### src/blit_pkg.sv
package blit_pkg;

  // Register byte offsets on the host port
  localparam int REG_AW = 8;
  localparam logic [7:0] OFS_PITCH = 8'h00;
  localparam logic [7:0] OFS_PBG = 8'h04;
  localparam logic [7:0] OFS_PFG = 8'h08;
  localparam logic [7:0] OFS_MSC = 8'h0C;
  localparam logic [7:0] OFS_CTL = 8'h10;
  localparam logic [7:0] OFS_PAT = 8'h14;
  localparam logic [7:0] OFS_SRC = 8'h18;
  localparam logic [7:0] OFS_DST = 8'h1C;
  localparam logic [7:0] OFS_EXT = 8'h20;
  localparam logic [7:0] OFS_SBG = 8'h24;
  localparam logic [7:0] OFS_SFG = 8'h28;
  localparam logic [7:0] OFS_CFG = 8'h40;
  localparam logic [7:0] OFS_DATA = 8'h80;

  // Field positions
  localparam int CFG_BUSY = 0;
  localparam int CTL_BUSY = 31;
  localparam int CTL_FULL = 30;
  localparam int CTL_PROW_HI = 22;
  localparam int CTL_PROW_LO = 20;
  localparam int CTL_SOLID = 19;
  localparam int CTL_PMONO = 18;
  localparam int CTL_MASK_SRC = 13;
  localparam int CTL_SMONO = 12;
  localparam int CTL_SHOST = 10;
  localparam int CTL_STORE_HI = 22;
  localparam int MSC_SRC_CLR = 27;
  localparam int FLD_HI = 28;
  localparam int FLD_LO_HI = 12;
  localparam int FLD_HI_LO = 16;
  localparam int ADR_HI = 22;
  localparam int PAT_ADR_LO = 3;

  // Raster operation operand masks
  localparam logic [7:0] ROP_P_MASK = 8'h0F;
  localparam logic [7:0] ROP_S_MASK = 8'h33;
  localparam logic [7:0] ROP_D_MASK = 8'h55;

  // Reset values
  localparam logic [7:0] CFG_RST = 8'h00;
  localparam logic [31:0] WORD_RST = 32'h0000_0000;

  // Host register port request
  typedef struct packed {
    logic wr;
    logic rd;
    logic [REG_AW-1:0] addr;
    logic [31:0] wdata;
  } host_req_type;

  // Frame buffer byte request
  typedef struct packed {
    logic req;
    logic we;
    logic [ADR_HI:0] addr;
    logic [7:0] data;
  } fb_req_type;

  // Engine states
  typedef enum logic [4:0] {
    ST_IDLE = 5'b00001,
    ST_PAT = 5'b00010,
    ST_SRC = 5'b00100,
    ST_DST = 5'b01000,
    ST_WR = 5'b10000
  } state_type;

endpackage

### src/blit_engine_setup.sv
// Summary of operation
// Busy shows on configuration bit 0 and control bit 31.
// Host leaves engine registers alone until the engine is idle.
// Configuration value 00h means 8 bits per pixel, normal operation.
// Control bits 22-20 pick the pattern row for the top destination line.
// Control bit 19 clear takes real pattern data from the frame buffer.
// Bits 18 and 17 clear treat the pattern as colour data.
// Bit 18 set makes a monochrome pattern, expanded with foreground/background.
// Bits 16-13 clear mean no masking; every destination pixel is written.
// Bit 12 clear makes the mono source control register irrelevant.
// Bits 10-8 matter only when the operation uses source data.
// Bits 7-0 are the raster operation; F0h copies the pattern.
// Without source in the operation, no source fetch and no host wait.
// Pitch bits 28-16 give the destination line to line byte distance.
// Source pitch bits 12-0 are ignored when no source is used.
// Pattern base bits 22-3 give a quadword aligned pattern address.
// Destination base bits 22-0 address the first destination byte.
// Extent holds height in bits 28-16 and width in bytes 12-0.
// Writing a non-zero height to the extent starts the operation; the code also needs a non-zero width and an idle engine.
// Host writes the triggering height last.
// The 8x8 pattern tiles across the whole destination rectangle.
// Host source data arrives by writes to the data port.
// Monochrome source is colour expanded before combining.
// Source masking writes only pixels whose mono source bit is set.
// Busy rises on trigger and falls after the last destination write.
//
// The implementer's own choices: the placing of the registers and strobed register access.
`timescale 1ns/1ps
`default_nettype none

module blit_engine_setup (
  // Clock and reset
  input wire logic i_sys_clk,
  input wire logic i_resetn,
  // Host register port
  input wire blit_pkg::host_req_type i_host,
  output logic [31:0] o_rd_data,
  // Frame buffer port
  output blit_pkg::fb_req_type o_fb,
  input wire logic i_fb_ack,
  input wire logic [7:0] i_fb_rdata,
  // Status
  output logic o_busy
);
  import blit_pkg::*;

  // Software visible registers
  logic [7:0] cfg_r;
  logic [31:0] ctl_r;
  logic [31:0] pitch_r;
  logic [31:0] pbg_r;
  logic [31:0] pfg_r;
  logic [31:0] msc_r;
  logic [31:0] pat_r;
  logic [31:0] src_r;
  logic [31:0] dst_r;
  logic [31:0] ext_r;
  logic [31:0] sbg_r;
  logic [31:0] sfg_r;
  logic [31:0] rd_data_r;

  // Host data port
  logic [31:0] word_r;
  logic [4:0] pos_r;
  logic full_r;

  // Engine state
  state_type state_r;
  state_type state_nxt;
  fb_req_type fb_r;
  logic busy_r;
  logic [FLD_LO_HI:0] x_r;
  logic [FLD_LO_HI:0] line_r;
  logic [ADR_HI:0] dline_r;
  logic [ADR_HI:0] sline_r;
  logic [2:0] prow_r;
  logic [7:0] pat_val_r;
  logic [7:0] src_val_r;
  logic src_bit_r;
  logic [7:0] dst_val_r;

  // Decoded fields
  logic [7:0] rop;
  logic [FLD_LO_HI:0] height;
  logic [FLD_LO_HI:0] width;
  logic [FLD_LO_HI:0] dpitch;
  logic [FLD_LO_HI:0] spitch;
  logic solid;
  logic pmono;
  logic smono;
  logic shost;
  logic mask_en;
  logic need_p;
  logic need_s;
  logic need_d;
  logic start;
  logic data_wr;
  logic take;
  logic last_pos;
  logic host_bit;
  logic [7:0] host_byte;
  logic x_last;
  logic y_last;
  logic masked;
  logic [7:0] pat_use;
  logic [7:0] wr_val;
  logic [7:0] sfg;
  logic [7:0] sbg;
  logic [ADR_HI:0] pat_base;
  logic [ADR_HI:0] pat_addr;
  logic [ADR_HI:0] src_addr;

  // Evaluate raster code bitwise, index is pattern/source/destination
  function automatic logic [7:0] rop_apply(input logic [7:0] code, input logic [7:0] p,
                                           input logic [7:0] s, input logic [7:0] d);
    logic [7:0] r;
    r = 8'h00;
    for (int i = 0; i < 8; i++) begin
      r[i] = code[{p[i], s[i], d[i]}];
    end
    return r;
  endfunction

  // Control and extent field views
  assign rop = ctl_r[7:0];
  assign solid = ctl_r[CTL_SOLID];
  assign pmono = ctl_r[CTL_PMONO];
  assign smono = ctl_r[CTL_SMONO];
  assign shost = ctl_r[CTL_SHOST];
  assign mask_en = ctl_r[CTL_MASK_SRC] & smono;
  assign height = ext_r[FLD_HI:FLD_HI_LO];
  assign width = ext_r[FLD_LO_HI:0];
  assign dpitch = pitch_r[FLD_HI:FLD_HI_LO];
  assign spitch = pitch_r[FLD_LO_HI:0];

  // Which operands to fetch: those the raster code depends on, plus source when masking, minus a solid pattern
  assign need_p = (((rop >> 4) ^ rop) & ROP_P_MASK) != 8'h00 && !solid;
  assign need_s = ((((rop >> 2) ^ rop) & ROP_S_MASK) != 8'h00) || mask_en;
  assign need_d = (((rop >> 1) ^ rop) & ROP_D_MASK) != 8'h00;

  // Trigger on a non-zero height and width written while idle
  assign start = i_host.wr && i_host.addr == OFS_EXT && !busy_r &&
                 i_host.wdata[FLD_HI:FLD_HI_LO] != '0 &&
                 i_host.wdata[FLD_LO_HI:0] != '0;
  assign data_wr = i_host.wr && i_host.addr == OFS_DATA;

  // Host data port bit and byte selection, msb of each byte first
  assign host_bit = word_r[{pos_r[4:3], ~pos_r[2:0]}];
  assign host_byte = word_r[{pos_r[1:0], 3'b000} +: 8];
  assign last_pos = smono ? (pos_r == 5'h1F) : (pos_r[1:0] == 2'h3);
  assign take = state_r == ST_SRC && shost && full_r;

  // Source expansion colour set, chosen only for a mono source
  assign sfg = (smono && msc_r[MSC_SRC_CLR]) ? sfg_r[7:0] : pfg_r[7:0];
  assign sbg = (smono && msc_r[MSC_SRC_CLR]) ? sbg_r[7:0] : pbg_r[7:0];

  // Pattern address, tiled by row, and by column for a colour pattern only
  assign pat_base = {pat_r[ADR_HI:PAT_ADR_LO], 3'b000};
  assign pat_addr = pmono ? (pat_base | {20'h00000, prow_r})
                          : (pat_base | {17'h00000, prow_r, x_r[2:0]});

  // Source address in the frame buffer
  assign src_addr = smono ? sline_r + {13'h0000, x_r[FLD_LO_HI:3]}
                          : sline_r + {10'h000, x_r};

  // Pixel combine and mask
  assign pat_use = solid ? pfg_r[7:0] : pat_val_r;
  assign wr_val = rop_apply(rop, pat_use, src_val_r, dst_val_r);
  assign masked = mask_en && !src_bit_r;
  assign x_last = x_r + 13'h0001 == width;
  assign y_last = line_r + 13'h0001 == height;

  // First needed phase of a pixel
  always_comb begin
    if (need_p) begin
      state_nxt = ST_PAT;
    end else if (need_s) begin
      state_nxt = ST_SRC;
    end else if (need_d) begin
      state_nxt = ST_DST;
    end else begin
      state_nxt = ST_WR;
    end
  end

  // Register file writes
  always_ff @(posedge i_sys_clk) begin
    if (!i_resetn) begin
      cfg_r <= CFG_RST;
      ctl_r <= WORD_RST;
      pitch_r <= WORD_RST;
      pbg_r <= WORD_RST;
      pfg_r <= WORD_RST;
      msc_r <= WORD_RST;
      pat_r <= WORD_RST;
      src_r <= WORD_RST;
      dst_r <= WORD_RST;
      ext_r <= WORD_RST;
      sbg_r <= WORD_RST;
      sfg_r <= WORD_RST;
    end else if (i_host.wr) begin
      unique case (i_host.addr)
        OFS_CFG: cfg_r <= i_host.wdata[7:0];
        OFS_CTL: ctl_r <= {9'h000, i_host.wdata[CTL_STORE_HI:0]};
        OFS_PITCH: pitch_r <= i_host.wdata;
        OFS_PBG: pbg_r <= i_host.wdata;
        OFS_PFG: pfg_r <= i_host.wdata;
        OFS_MSC: msc_r <= i_host.wdata;
        OFS_PAT: pat_r <= i_host.wdata;
        OFS_SRC: src_r <= i_host.wdata;
        OFS_DST: dst_r <= i_host.wdata;
        OFS_EXT: ext_r <= i_host.wdata;
        OFS_SBG: sbg_r <= i_host.wdata;
        OFS_SFG: sfg_r <= i_host.wdata;
        default: ;
      endcase
    end
  end

  // Register reads, data valid in the following cycle only
  always_ff @(posedge i_sys_clk) begin
    if (!i_resetn) begin
      rd_data_r <= WORD_RST;
    end else if (i_host.rd) begin
      unique case (i_host.addr)
        OFS_CFG: rd_data_r <= {24'h000000, cfg_r[7:1], busy_r};
        OFS_CTL: rd_data_r <= {busy_r, full_r, ctl_r[29:0]};
        OFS_PITCH: rd_data_r <= pitch_r;
        OFS_PBG: rd_data_r <= pbg_r;
        OFS_PFG: rd_data_r <= pfg_r;
        OFS_MSC: rd_data_r <= msc_r;
        OFS_PAT: rd_data_r <= pat_r;
        OFS_SRC: rd_data_r <= src_r;
        OFS_DST: rd_data_r <= dst_r;
        OFS_EXT: rd_data_r <= ext_r;
        OFS_SBG: rd_data_r <= sbg_r;
        OFS_SFG: rd_data_r <= sfg_r;
        default: rd_data_r <= WORD_RST;
      endcase
    end else begin
      rd_data_r <= WORD_RST;
    end
  end

  // Host data port holding word; a new word wins over the final take
  // A new operation drops bits left over from the previous one
  always_ff @(posedge i_sys_clk) begin
    if (!i_resetn) begin
      word_r <= WORD_RST;
      pos_r <= 5'h00;
      full_r <= 1'b0;
    end else if (start) begin
      pos_r <= 5'h00;
      full_r <= 1'b0;
    end else if (data_wr && (!full_r || (take && last_pos))) begin
      word_r <= i_host.wdata;
      pos_r <= 5'h00;
      full_r <= 1'b1;
    end else if (take) begin
      pos_r <= pos_r + 5'h01;
      if (last_pos) begin
        full_r <= 1'b0;
      end
    end
  end

  // Busy flag
  always_ff @(posedge i_sys_clk) begin
    if (!i_resetn) begin
      busy_r <= 1'b0;
    end else if (start) begin
      busy_r <= 1'b1;
    end else if (state_r == ST_WR && x_last && y_last && (masked || i_fb_ack)) begin
      busy_r <= 1'b0;
    end
  end

  // Engine sequencer and frame buffer requests
  always_ff @(posedge i_sys_clk) begin
    if (!i_resetn) begin
      state_r <= ST_IDLE;
      fb_r <= '0;
      x_r <= '0;
      line_r <= '0;
      dline_r <= '0;
      sline_r <= '0;
      prow_r <= 3'h0;
      pat_val_r <= 8'h00;
      src_val_r <= 8'h00;
      src_bit_r <= 1'b0;
      dst_val_r <= 8'h00;
    end else begin
      unique case (state_r)
        ST_IDLE: begin
          if (start) begin
            x_r <= '0;
            line_r <= '0;
            dline_r <= dst_r[ADR_HI:0];
            sline_r <= src_r[ADR_HI:0];
            prow_r <= ctl_r[CTL_PROW_HI:CTL_PROW_LO];
            state_r <= state_nxt;
          end
        end
        ST_PAT: begin
          if (!fb_r.req) begin
            fb_r <= '{req: 1'b1, we: 1'b0, addr: pat_addr, data: 8'h00};
          end else if (i_fb_ack) begin
            fb_r.req <= 1'b0;
            if (pmono) begin
              pat_val_r <= i_fb_rdata[~x_r[2:0]] ? pfg_r[7:0] : pbg_r[7:0];
            end else begin
              pat_val_r <= i_fb_rdata;
            end
            state_r <= need_s ? ST_SRC : (need_d ? ST_DST : ST_WR);
          end
        end
        ST_SRC: begin
          if (shost) begin
            if (full_r) begin
              src_bit_r <= host_bit;
              src_val_r <= smono ? (host_bit ? sfg : sbg) : host_byte;
              state_r <= need_d ? ST_DST : ST_WR;
            end
          end else if (!fb_r.req) begin
            fb_r <= '{req: 1'b1, we: 1'b0, addr: src_addr, data: 8'h00};
          end else if (i_fb_ack) begin
            fb_r.req <= 1'b0;
            src_bit_r <= i_fb_rdata[~x_r[2:0]];
            if (smono) begin
              src_val_r <= i_fb_rdata[~x_r[2:0]] ? sfg : sbg;
            end else begin
              src_val_r <= i_fb_rdata;
            end
            state_r <= need_d ? ST_DST : ST_WR;
          end
        end
        ST_DST: begin
          if (!fb_r.req) begin
            fb_r <= '{req: 1'b1, we: 1'b0, addr: dline_r + {10'h000, x_r}, data: 8'h00};
          end else if (i_fb_ack) begin
            fb_r.req <= 1'b0;
            dst_val_r <= i_fb_rdata;
            state_r <= ST_WR;
          end
        end
        ST_WR: begin
          if (!masked && !fb_r.req) begin
            fb_r <= '{req: 1'b1, we: 1'b1, addr: dline_r + {10'h000, x_r}, data: wr_val};
          end else if (masked || i_fb_ack) begin
            fb_r.req <= 1'b0;
            fb_r.we <= 1'b0;
            if (!x_last) begin
              x_r <= x_r + 13'h0001;
              state_r <= state_nxt;
            end else if (!y_last) begin
              x_r <= '0;
              line_r <= line_r + 13'h0001;
              dline_r <= dline_r + {10'h000, dpitch};
              sline_r <= sline_r + {10'h000, spitch};
              prow_r <= prow_r + 3'h1;
              state_r <= state_nxt;
            end else begin
              state_r <= ST_IDLE;
            end
          end
        end
      endcase
    end
  end

  // Outputs straight from flops
  assign o_rd_data = rd_data_r;
  assign o_fb = fb_r;
  assign o_busy = busy_r;

endmodule

`default_nettype wire

### config.mk
export PLATFORM = sky130hd
export DESIGN_NAME = blit_engine_setup
export DESIGN_NICKNAME = d
export VERILOG_FILES = /design/src/blit_pkg.sv /design/src/blit_engine_setup.sv
export SDC_FILE = /design/constraint.sdc
export NUM_CORES = 2
export LEC_CHECK = 0
export BUFFER_PORTS_ARGS = -buffer_cell sky130_fd_sc_hd__buf_2
export CORE_AREA = 10 10 250 252
export DETAILED_ROUTE_END_ITERATION = 7
export DIE_AREA = 0 0 260 262
export GPL_TIMING_DRIVEN = 0
export PLACE_DENSITY = 0.76
export SLEW_MARGIN = 20
export SYNTH_ARGS = -nofsm -noshare
export SYNTH_HDL_FRONTEND = slang
export SYNTH_SLANG_ARGS = --single-unit
### constraint.sdc
create_clock -name i_sys_clk -period 9.6 [get_ports i_sys_clk]
set_input_delay 1.92 -clock i_sys_clk [delete_from_list [all_inputs] [get_ports i_sys_clk]]
set_output_delay 1.92 -clock i_sys_clk [all_outputs]
set_load 0.03 [all_outputs]
Word-level counts from Yosys, hierarchy flattened
Index checks and enable logic that the tools add are counted.
Storage, ports and cells
  register bits: 560
  output and inout bits: 66
  word-level logic and storage cells: 268
Operators by class
  $add $sub $neg: 9
  magnitude comparators: 10
  equality and inequality tests: 41
  shifts and indexed selects: 1
  mux-type cells: 102
  bitwise gates (word level): 10
  reductions and logical operators: 64
Operators with widths (number)
  $pmux 32 s12: 1
  $mux 23: 12
  $pmux 33 s4: 1
  $mux 13: 9
  $mux 8: 13
  $mux 32: 3
  $add 23x13->23: 4
  $pmux 23 s2: 2
  $mux 5: 16
  $pmux 13 s2: 2
  $lt 3x4->1 const B: 9
  $mux 33: 1
  $eq 8x5->1 const B: 4
  $shiftx 32x6->8: 1
  $mux 31: 1
  $reduce_and 2->1: 15
  $bmux 1 s3: 9
  $add 13x1->13 const B: 2
  $eq 13x13->1: 2
  $reduce_bool 13->1: 2
  $pmux 5 s5: 1
  $eq 8x6->1 const B: 3
  $ne 2x2->1 const B: 12
  $reduce_bool 8->1: 3
  43 further kinds: 109

Longest topological paths before layout
  depth after elaboration: 10
  depth in mapped cells: 15
  mapped depth without buffers: 11

Worst setup path before layout
Ideal clock, no wire load.
  path type: input to register
  start: input port i_host[34] in the netlist's numbering
  end: register dline_r[1]
  library setup time: 0.070 ns
  arrival time: 4.191 ns
  data required time: 9.530 ns
  path slack: 5.339 ns
  stages on the path: 12
  buffers on the path: 5
  cells stage by stage: clkbuf_1 or4_1 clkbuf_1 nor2_1 and2_1 buf_2 nand4_1 o21ai_1 buf_6 clkbuf_1 o2111ai_1 a21oi_1
On the way
  word-level cells in the longest chain between the ends: 7
RTL lines
  start, declared: line blit_engine_setup.sv:36  | input wire blit_pkg::host_req_type i_host,
  $eq 8x6->1: line blit_engine_setup.sv:142  | assign start = i_host.wr && i_host.addr == OFS_EXT && !busy_r &&
  $logic_and 1x1->1 (3 in series): line blit_engine_setup.sv:142
  $logic_and 1x1->1: line blit_engine_setup.sv:143  | i_host.wdata[FLD_HI:FLD_HI_LO] != '0 &&
  $ne 2x2->1 (no line)
  $reduce_and 6->1 (no line)
  end signal, assigned: line blit_engine_setup.sv:298  | dline_r <= dst_r[ADR_HI:0];
  end signal, assigned: line blit_engine_setup.sv:358  | dline_r <= dline_r + {10'h000, dpitch};
  end, declared: line blit_engine_setup.sv:74  | logic [ADR_HI:0] dline_r;
No other way between the ends.
A chain may end at the register's enable or synchronous reset.

Worst setup path after layout
  start: input port i_host[34] in the netlist's numbering
  end: register rd_data_r[10], in the netlist o_rd_data[10]
On the way
  word-level cells in the longest chain between the ends: 2
  elaborated cells on any way between the ends: 13
RTL lines
  $eq 8x6->1 (tied with other cells): line blit_engine_setup.sv:225  | unique case (i_host.addr)
  $pmux 32 s12 (*): line blit_engine_setup.sv:225
  end signal, assigned: line blit_engine_setup.sv:226  | OFS_CFG: rd_data_r <= {24'h000000, cfg_r[7:1], busy_r};
  end signal, assigned: line blit_engine_setup.sv:227  | OFS_CTL: rd_data_r <= {busy_r, full_r, ctl_r[29:0]};
  end signal, assigned: line blit_engine_setup.sv:228  | OFS_PITCH: rd_data_r <= pitch_r;
  end, declared: line blit_engine_setup.sv:60  | logic [31:0] rd_data_r;
Mark *: on every way between the ends. The rest lies on a longest branch, timed or not.

==> results.md <==
Worst setup path:
- The capturing element of the worst setup path is o_rd_data[10]$_SDFF_PN0_.
- The data required time at the worst endpoint is 10.12 ns.
- STA classifies the critical path startpoint as an input port.
- Tracing the worst setup path back leads to its startpoint at i_host[34].
- Along the worst path, the maximum fanout reaches 10.
- The register-to-register setup slack is 4.26 ns.
- At the worst endpoint, the arrival time is 6.39 ns.
- The startpoint of the lowest-slack register-to-register path is ctl_r[12]$_SDFFE_PN0P_.
- The kind of critical path is input port to flip-flop.
- The worst setup path is captured at a flip-flop.
- The endpoint identified for the worst register-to-register timing path is o_fb[27]$_SDFFE_PN0P_.
- The worst reg2reg path depth is 14.

Pwr:
- Dividing total power by cell area gives a power density of 161.2 nW/µm².
- The maximum VDD drop is 0.1951 mV.
- For this design the static power due to leakage is 11.53 nW.

GRT:
- The number of global-route vias before repair is 28870.
- The first-pass GRT wire length is 193.5 mm.
- The initial antenna violation count is 6.
- The pin count of the biggest net entering global routing is 18.
- Across every metal layer, demand over resource in global routing totals 0.3817.
- The global route total overflow is 0.

Finish:
- The register with the most flip-flops in the layout has 33 of them.
- Of the cells placed in the final design, the portion with a size suffix greater than 1 is 0.09486.
- The final layout net count is 3951.
- The number of fill cells is 5357.
- The area taken by multi-input logic gates is 16470 µm².
- The register area is 11190 µm².
- The area growth from synthesis to layout is 13.10%.

Floorplan:
- The height of the die is 262 µm.
- The placement row count is 88.
- The total area inside the core boundary comes to 57370 µm².
- The number of ports placed on the die boundary is 119.
- The starting density of the core is 0.5066.
- The floorplan die width is 260 µm.
- The die covers 68120 µm².

Clock network:
- The post-CTS setup buffer count is 0.
- The maximum buffer depth of the clock tree is 3.
- TritonCTS built the clock tree.
- The root buffer cell chosen for the clock tree is sky130_fd_sc_hd__clkbuf_16.
- Clock-pin slew was measured on the worst setup and hold paths at 0.06 ns.
- The number of hold buffers added after cts is 0.
- Counting the buffers created by CTS gives 61.
- The level count of the clock H-tree is 2.
- In this run, post-CTS repair resized a total of 0 instances.
- The TritonCTS sink count is 559.
- The source-to-sink clock delay at the later pin of the worst-skew pair is 0.68 ns.

Yosys:
- The share of synthesized registers carrying an async set or reset is 0.
- The register area share after synthesis is 0.3851.
- The xor and xnor area share after synthesis is 0.02652.
- During synthesis, Yosys emitted a total of 0 warnings.
- The count of flip-flops with a built-in enable after synthesis is 0.
- The synthesized design spends more area on one cell type than any other, namely sky130_fd_sc_hd__dfxtp_1.
- By area, the combinational part of the netlist is dominated by compound AO/OA/AOI/OAI gates.
- A synthesized cell averages 7.953 µm².
- In the synthesized netlist, the number of instances is 3654.
- Ranked by total cell area, the synthesized netlist is headed by sky130_fd_sc_hd__dfxtp_1 39%, sky130_fd_sc_hd__nand2_1 11%, sky130_fd_sc_hd__a21oi_1 8.8%.
- Of the total synthesized cell area, the portion taken by AND, OR, NAND and NOR gates is 0.1984.
- In this run, distinct cell masters in the synthesized netlist total 84.
- The most instantiated flip-flop cell in the synthesis netlist is sky130_fd_sc_hd__dfxtp_1.
- Synthesis inferred 559 register bits.
- The share of the synthesized area in compound gates (AO/OA/AOI/OAI) came to 0.2405.
- The cell area after synthesis is 29060 µm².
- The post-synthesis adder-cell area fraction is 0.02730.
- Of the post-synthesis cell area, the part taken by muxes is 0.07306.
- When the netlist entered floorplanning its net count stood at 3768.
- The proportion of netlist area held by the largest area contributor is 0.3851.

Placed design:
- The HPWL after detailed placement is 100.6 mm.
- The total of buffers placed on input and output ports is 117.
- The placer's final routability congestion estimate is 1.071.

Routing:
- The aggregate routed wire length is 134.5 mm.
- The initial DRC count is 5375.
- For this run, design rule violations remaining after detail routing come to 14.
- In the final routed layout, each cell accounts on average for 28.88 µm.
- The total iterations of the first detailed-routing run is 8.
- The antenna violation net count after detailed routing is 0.
- The per-cell via count in the routed design is 6.789.
- The via total after detailed routing is 31630.

Timing:
- The count of final hold-check violations was 0.
- Counting I/O delays and the setup requirement, the final critical path takes 5.870 ns.
- The number of max-slew violations in the final report was 0.
- Setup repair after global routing left no endpoint under its margin.
- The summed negative setup slack over all endpoints is 0 ns.
- The maximum operating frequency is 170.4 MHz.
- The clock arrives with 0.04100 ns of skew.
- At the pin with the least slew margin, the transition time is 1.314 ns.
- Setup violations remaining at the end of the flow were counted as 0.
- The smallest hold slack is 0.4552 ns.
- Of the available clock period, the critical path in the final layout requires 0.6115.
- The headroom to the max-slew limit is 0.1241.

Worst hold path:
- The type of the worst min-delay path is flip-flop to flip-flop.

Outcome:
- The final reports fail on DRC.
- The flow ran to the end, but the final reports show violations.

Flow run:
- The count of max-cap constraint violations is 0.
==> how the worst min path moves through the flow <==
| stage | slack [ns] | to | startpoint | cells past startpoint |
|---|---|---|---|---|
| after floorplan | 0.44 | pfg_r[10]$_SDFFE_PN0P_ | pfg_r[10]$_SDFFE_PN0P_ | 2 |
| after global placement | 0.44 | pfg_r[21]$_SDFFE_PN0P_ | pfg_r[21]$_SDFFE_PN0P_ | 2 |
| after detailed placement | 0.45 | pfg_r[24]$_SDFFE_PN0P_ | pfg_r[24]$_SDFFE_PN0P_ | 2 |
| after CTS | 0.45 | pfg_r[24]$_SDFFE_PN0P_ | pfg_r[24]$_SDFFE_PN0P_ | 2 |
| after global routing | 0.47 | msc_r[11]$_SDFFE_PN0P_ | msc_r[11]$_SDFFE_PN0P_ | 2 |
| final | 0.46 | sbg_r[27]$_SDFFE_PN0P_ | sbg_r[27]$_SDFFE_PN0P_ | 2 |
==> cells in the final DEF (no fill, tap or decap), types with 16 or more instances in the layout <==
| cell type | instances |
|---|---|
| sky130_fd_sc_hd__nand2_1 | 854 |
| sky130_fd_sc_hd__dfxtp_1 | 559 |
| sky130_fd_sc_hd__a21oi_1 | 513 |
| sky130_fd_sc_hd__clkbuf_1 | 294 |
| sky130_fd_sc_hd__nor2_1 | 172 |
| sky130_fd_sc_hd__buf_2 | 138 |
| sky130_fd_sc_hd__mux2i_1 | 121 |
| sky130_fd_sc_hd__o21ai_0 | 119 |
| sky130_fd_sc_hd__a31oi_1 | 63 |
| sky130_fd_sc_hd__clkbuf_16 | 62 |
| sky130_fd_sc_hd__xnor2_1 | 61 |
| sky130_fd_sc_hd__nand3_1 | 60 |
| sky130_fd_sc_hd__nor3_1 | 58 |
| sky130_fd_sc_hd__ha_1 | 57 |
| sky130_fd_sc_hd__a221oi_1 | 51 |
| sky130_fd_sc_hd__and3_1 | 44 |
| sky130_fd_sc_hd__a22oi_1 | 38 |
| sky130_fd_sc_hd__a22o_1 | 35 |
| sky130_fd_sc_hd__mux4_2 | 35 |
| sky130_fd_sc_hd__inv_1 | 34 |
| sky130_fd_sc_hd__a211oi_1 | 33 |
| sky130_fd_sc_hd__xor2_1 | 27 |
| sky130_fd_sc_hd__o221a_2 | 20 |
| sky130_fd_sc_hd__nor4_1 | 19 |
| sky130_fd_sc_hd__a222oi_1 | 17 |
| sky130_fd_sc_hd__and2_1 | 17 |
| sky130_fd_sc_hd__or3_1 | 17 |
| sky130_fd_sc_hd__nand4_1 | 16 |
| sky130_fd_sc_hd__o22ai_1 | 16 |
==> critical path, cell delays in order <==
cell                       delay [ns]
sky130_fd_sc_hd__clkbuf_1        0.31
sky130_fd_sc_hd__or4_1           0.57
sky130_fd_sc_hd__clkbuf_1        0.15
sky130_fd_sc_hd__nor2_1          0.88
sky130_fd_sc_hd__clkbuf_1        0.80
sky130_fd_sc_hd__clkbuf_1        0.90
sky130_fd_sc_hd__a22oi_1         0.29
sky130_fd_sc_hd__a31oi_1         0.54
==> where the power goes <==
part           total, mW  switching (mW)  leakage, nW  internal, mW
registers           2.35          0.0179         4.50          2.34
clock network       2.60            1.07         1.07          1.53
logic              0.345           0.266         5.96        0.0791
total               5.30            1.35         11.5          3.95
==> layout make-up <==
cell class | count | share of cell area
well taps | 765 | 0.02912
clock buffers | 86 | 0.05269
multi-input cells | 2739 | 0.5013
clock inverters | 30 | 0.01428
inverters | 34 | 0.003883
diodes | 4 | 0.0003046
flip-flops and latches | 559 | 0.3405
repair buffers | 120 | 0.01835
plain buffers | 322 | 0.03963
==> per-stage QoR <==
step	setup WS (ns)	utilization	total power, mW	instance area (µm²)	instances
after floorplan	5.339	-	2.576	29060	3654
after global placement	3.519	0.5335	2.724	30600	4536
after detailed placement	3.590	0.5342	2.728	30640	4539
after CTS	4.273	0.5725	5.255	32840	4655
after global routing	3.959	0.5728	5.373	32860	4655
final	3.730	0.5729	5.299	32870	4659
==> metal layers <==
layer,track usage,part of all wire,up-vias
met5,0.006406,0.00079,-
met4,0.2759,0.086,10
met3,0.1134,0.15,647
met2,0.5446,0.40,2625
met1,0.4848,0.37,14880
li1,-,-,13470
==> kinds of logic after synthesis <==
kind of cell	Yosys count
AND/OR/NAND/NOR	1340
buffers and inverters	356
XOR/XNOR	88
adder cells (fa/ha/maj)	61
multiplexers	167
AO/OA/AOI/OAI	1083
flip-flops	559
==> synthesized netlist by cell type, drive strengths merged, types with 7 or more instances <==
cell      n
nand2   855
dfxtp   559
a21oi   513
clkbuf  281
nor2    174
o21ai   123
mux2i   121
a31oi    63
nand3    62
xnor2    61
nor3     60
ha       57
a221oi   51
and3     44
buf      41
a211oi   39
a22oi    38
a22o     35
mux4     35
inv      34
xor2     27
a311oi   23
and2     22
nor4     22
o221a    22
a222oi   17
nand4    17
or3      17
o22ai    16
a21o     15
nand2b   15
o311ai   14
o31ai    14
o21a     12
mux2     11
nor2b    11
a32oi    10
nor3b     9
nand3b    8
o221ai    8
a211o     7
a221o     7
a41oi     7
and4      7
or4       7
Power figures use the tool's default switching activity.
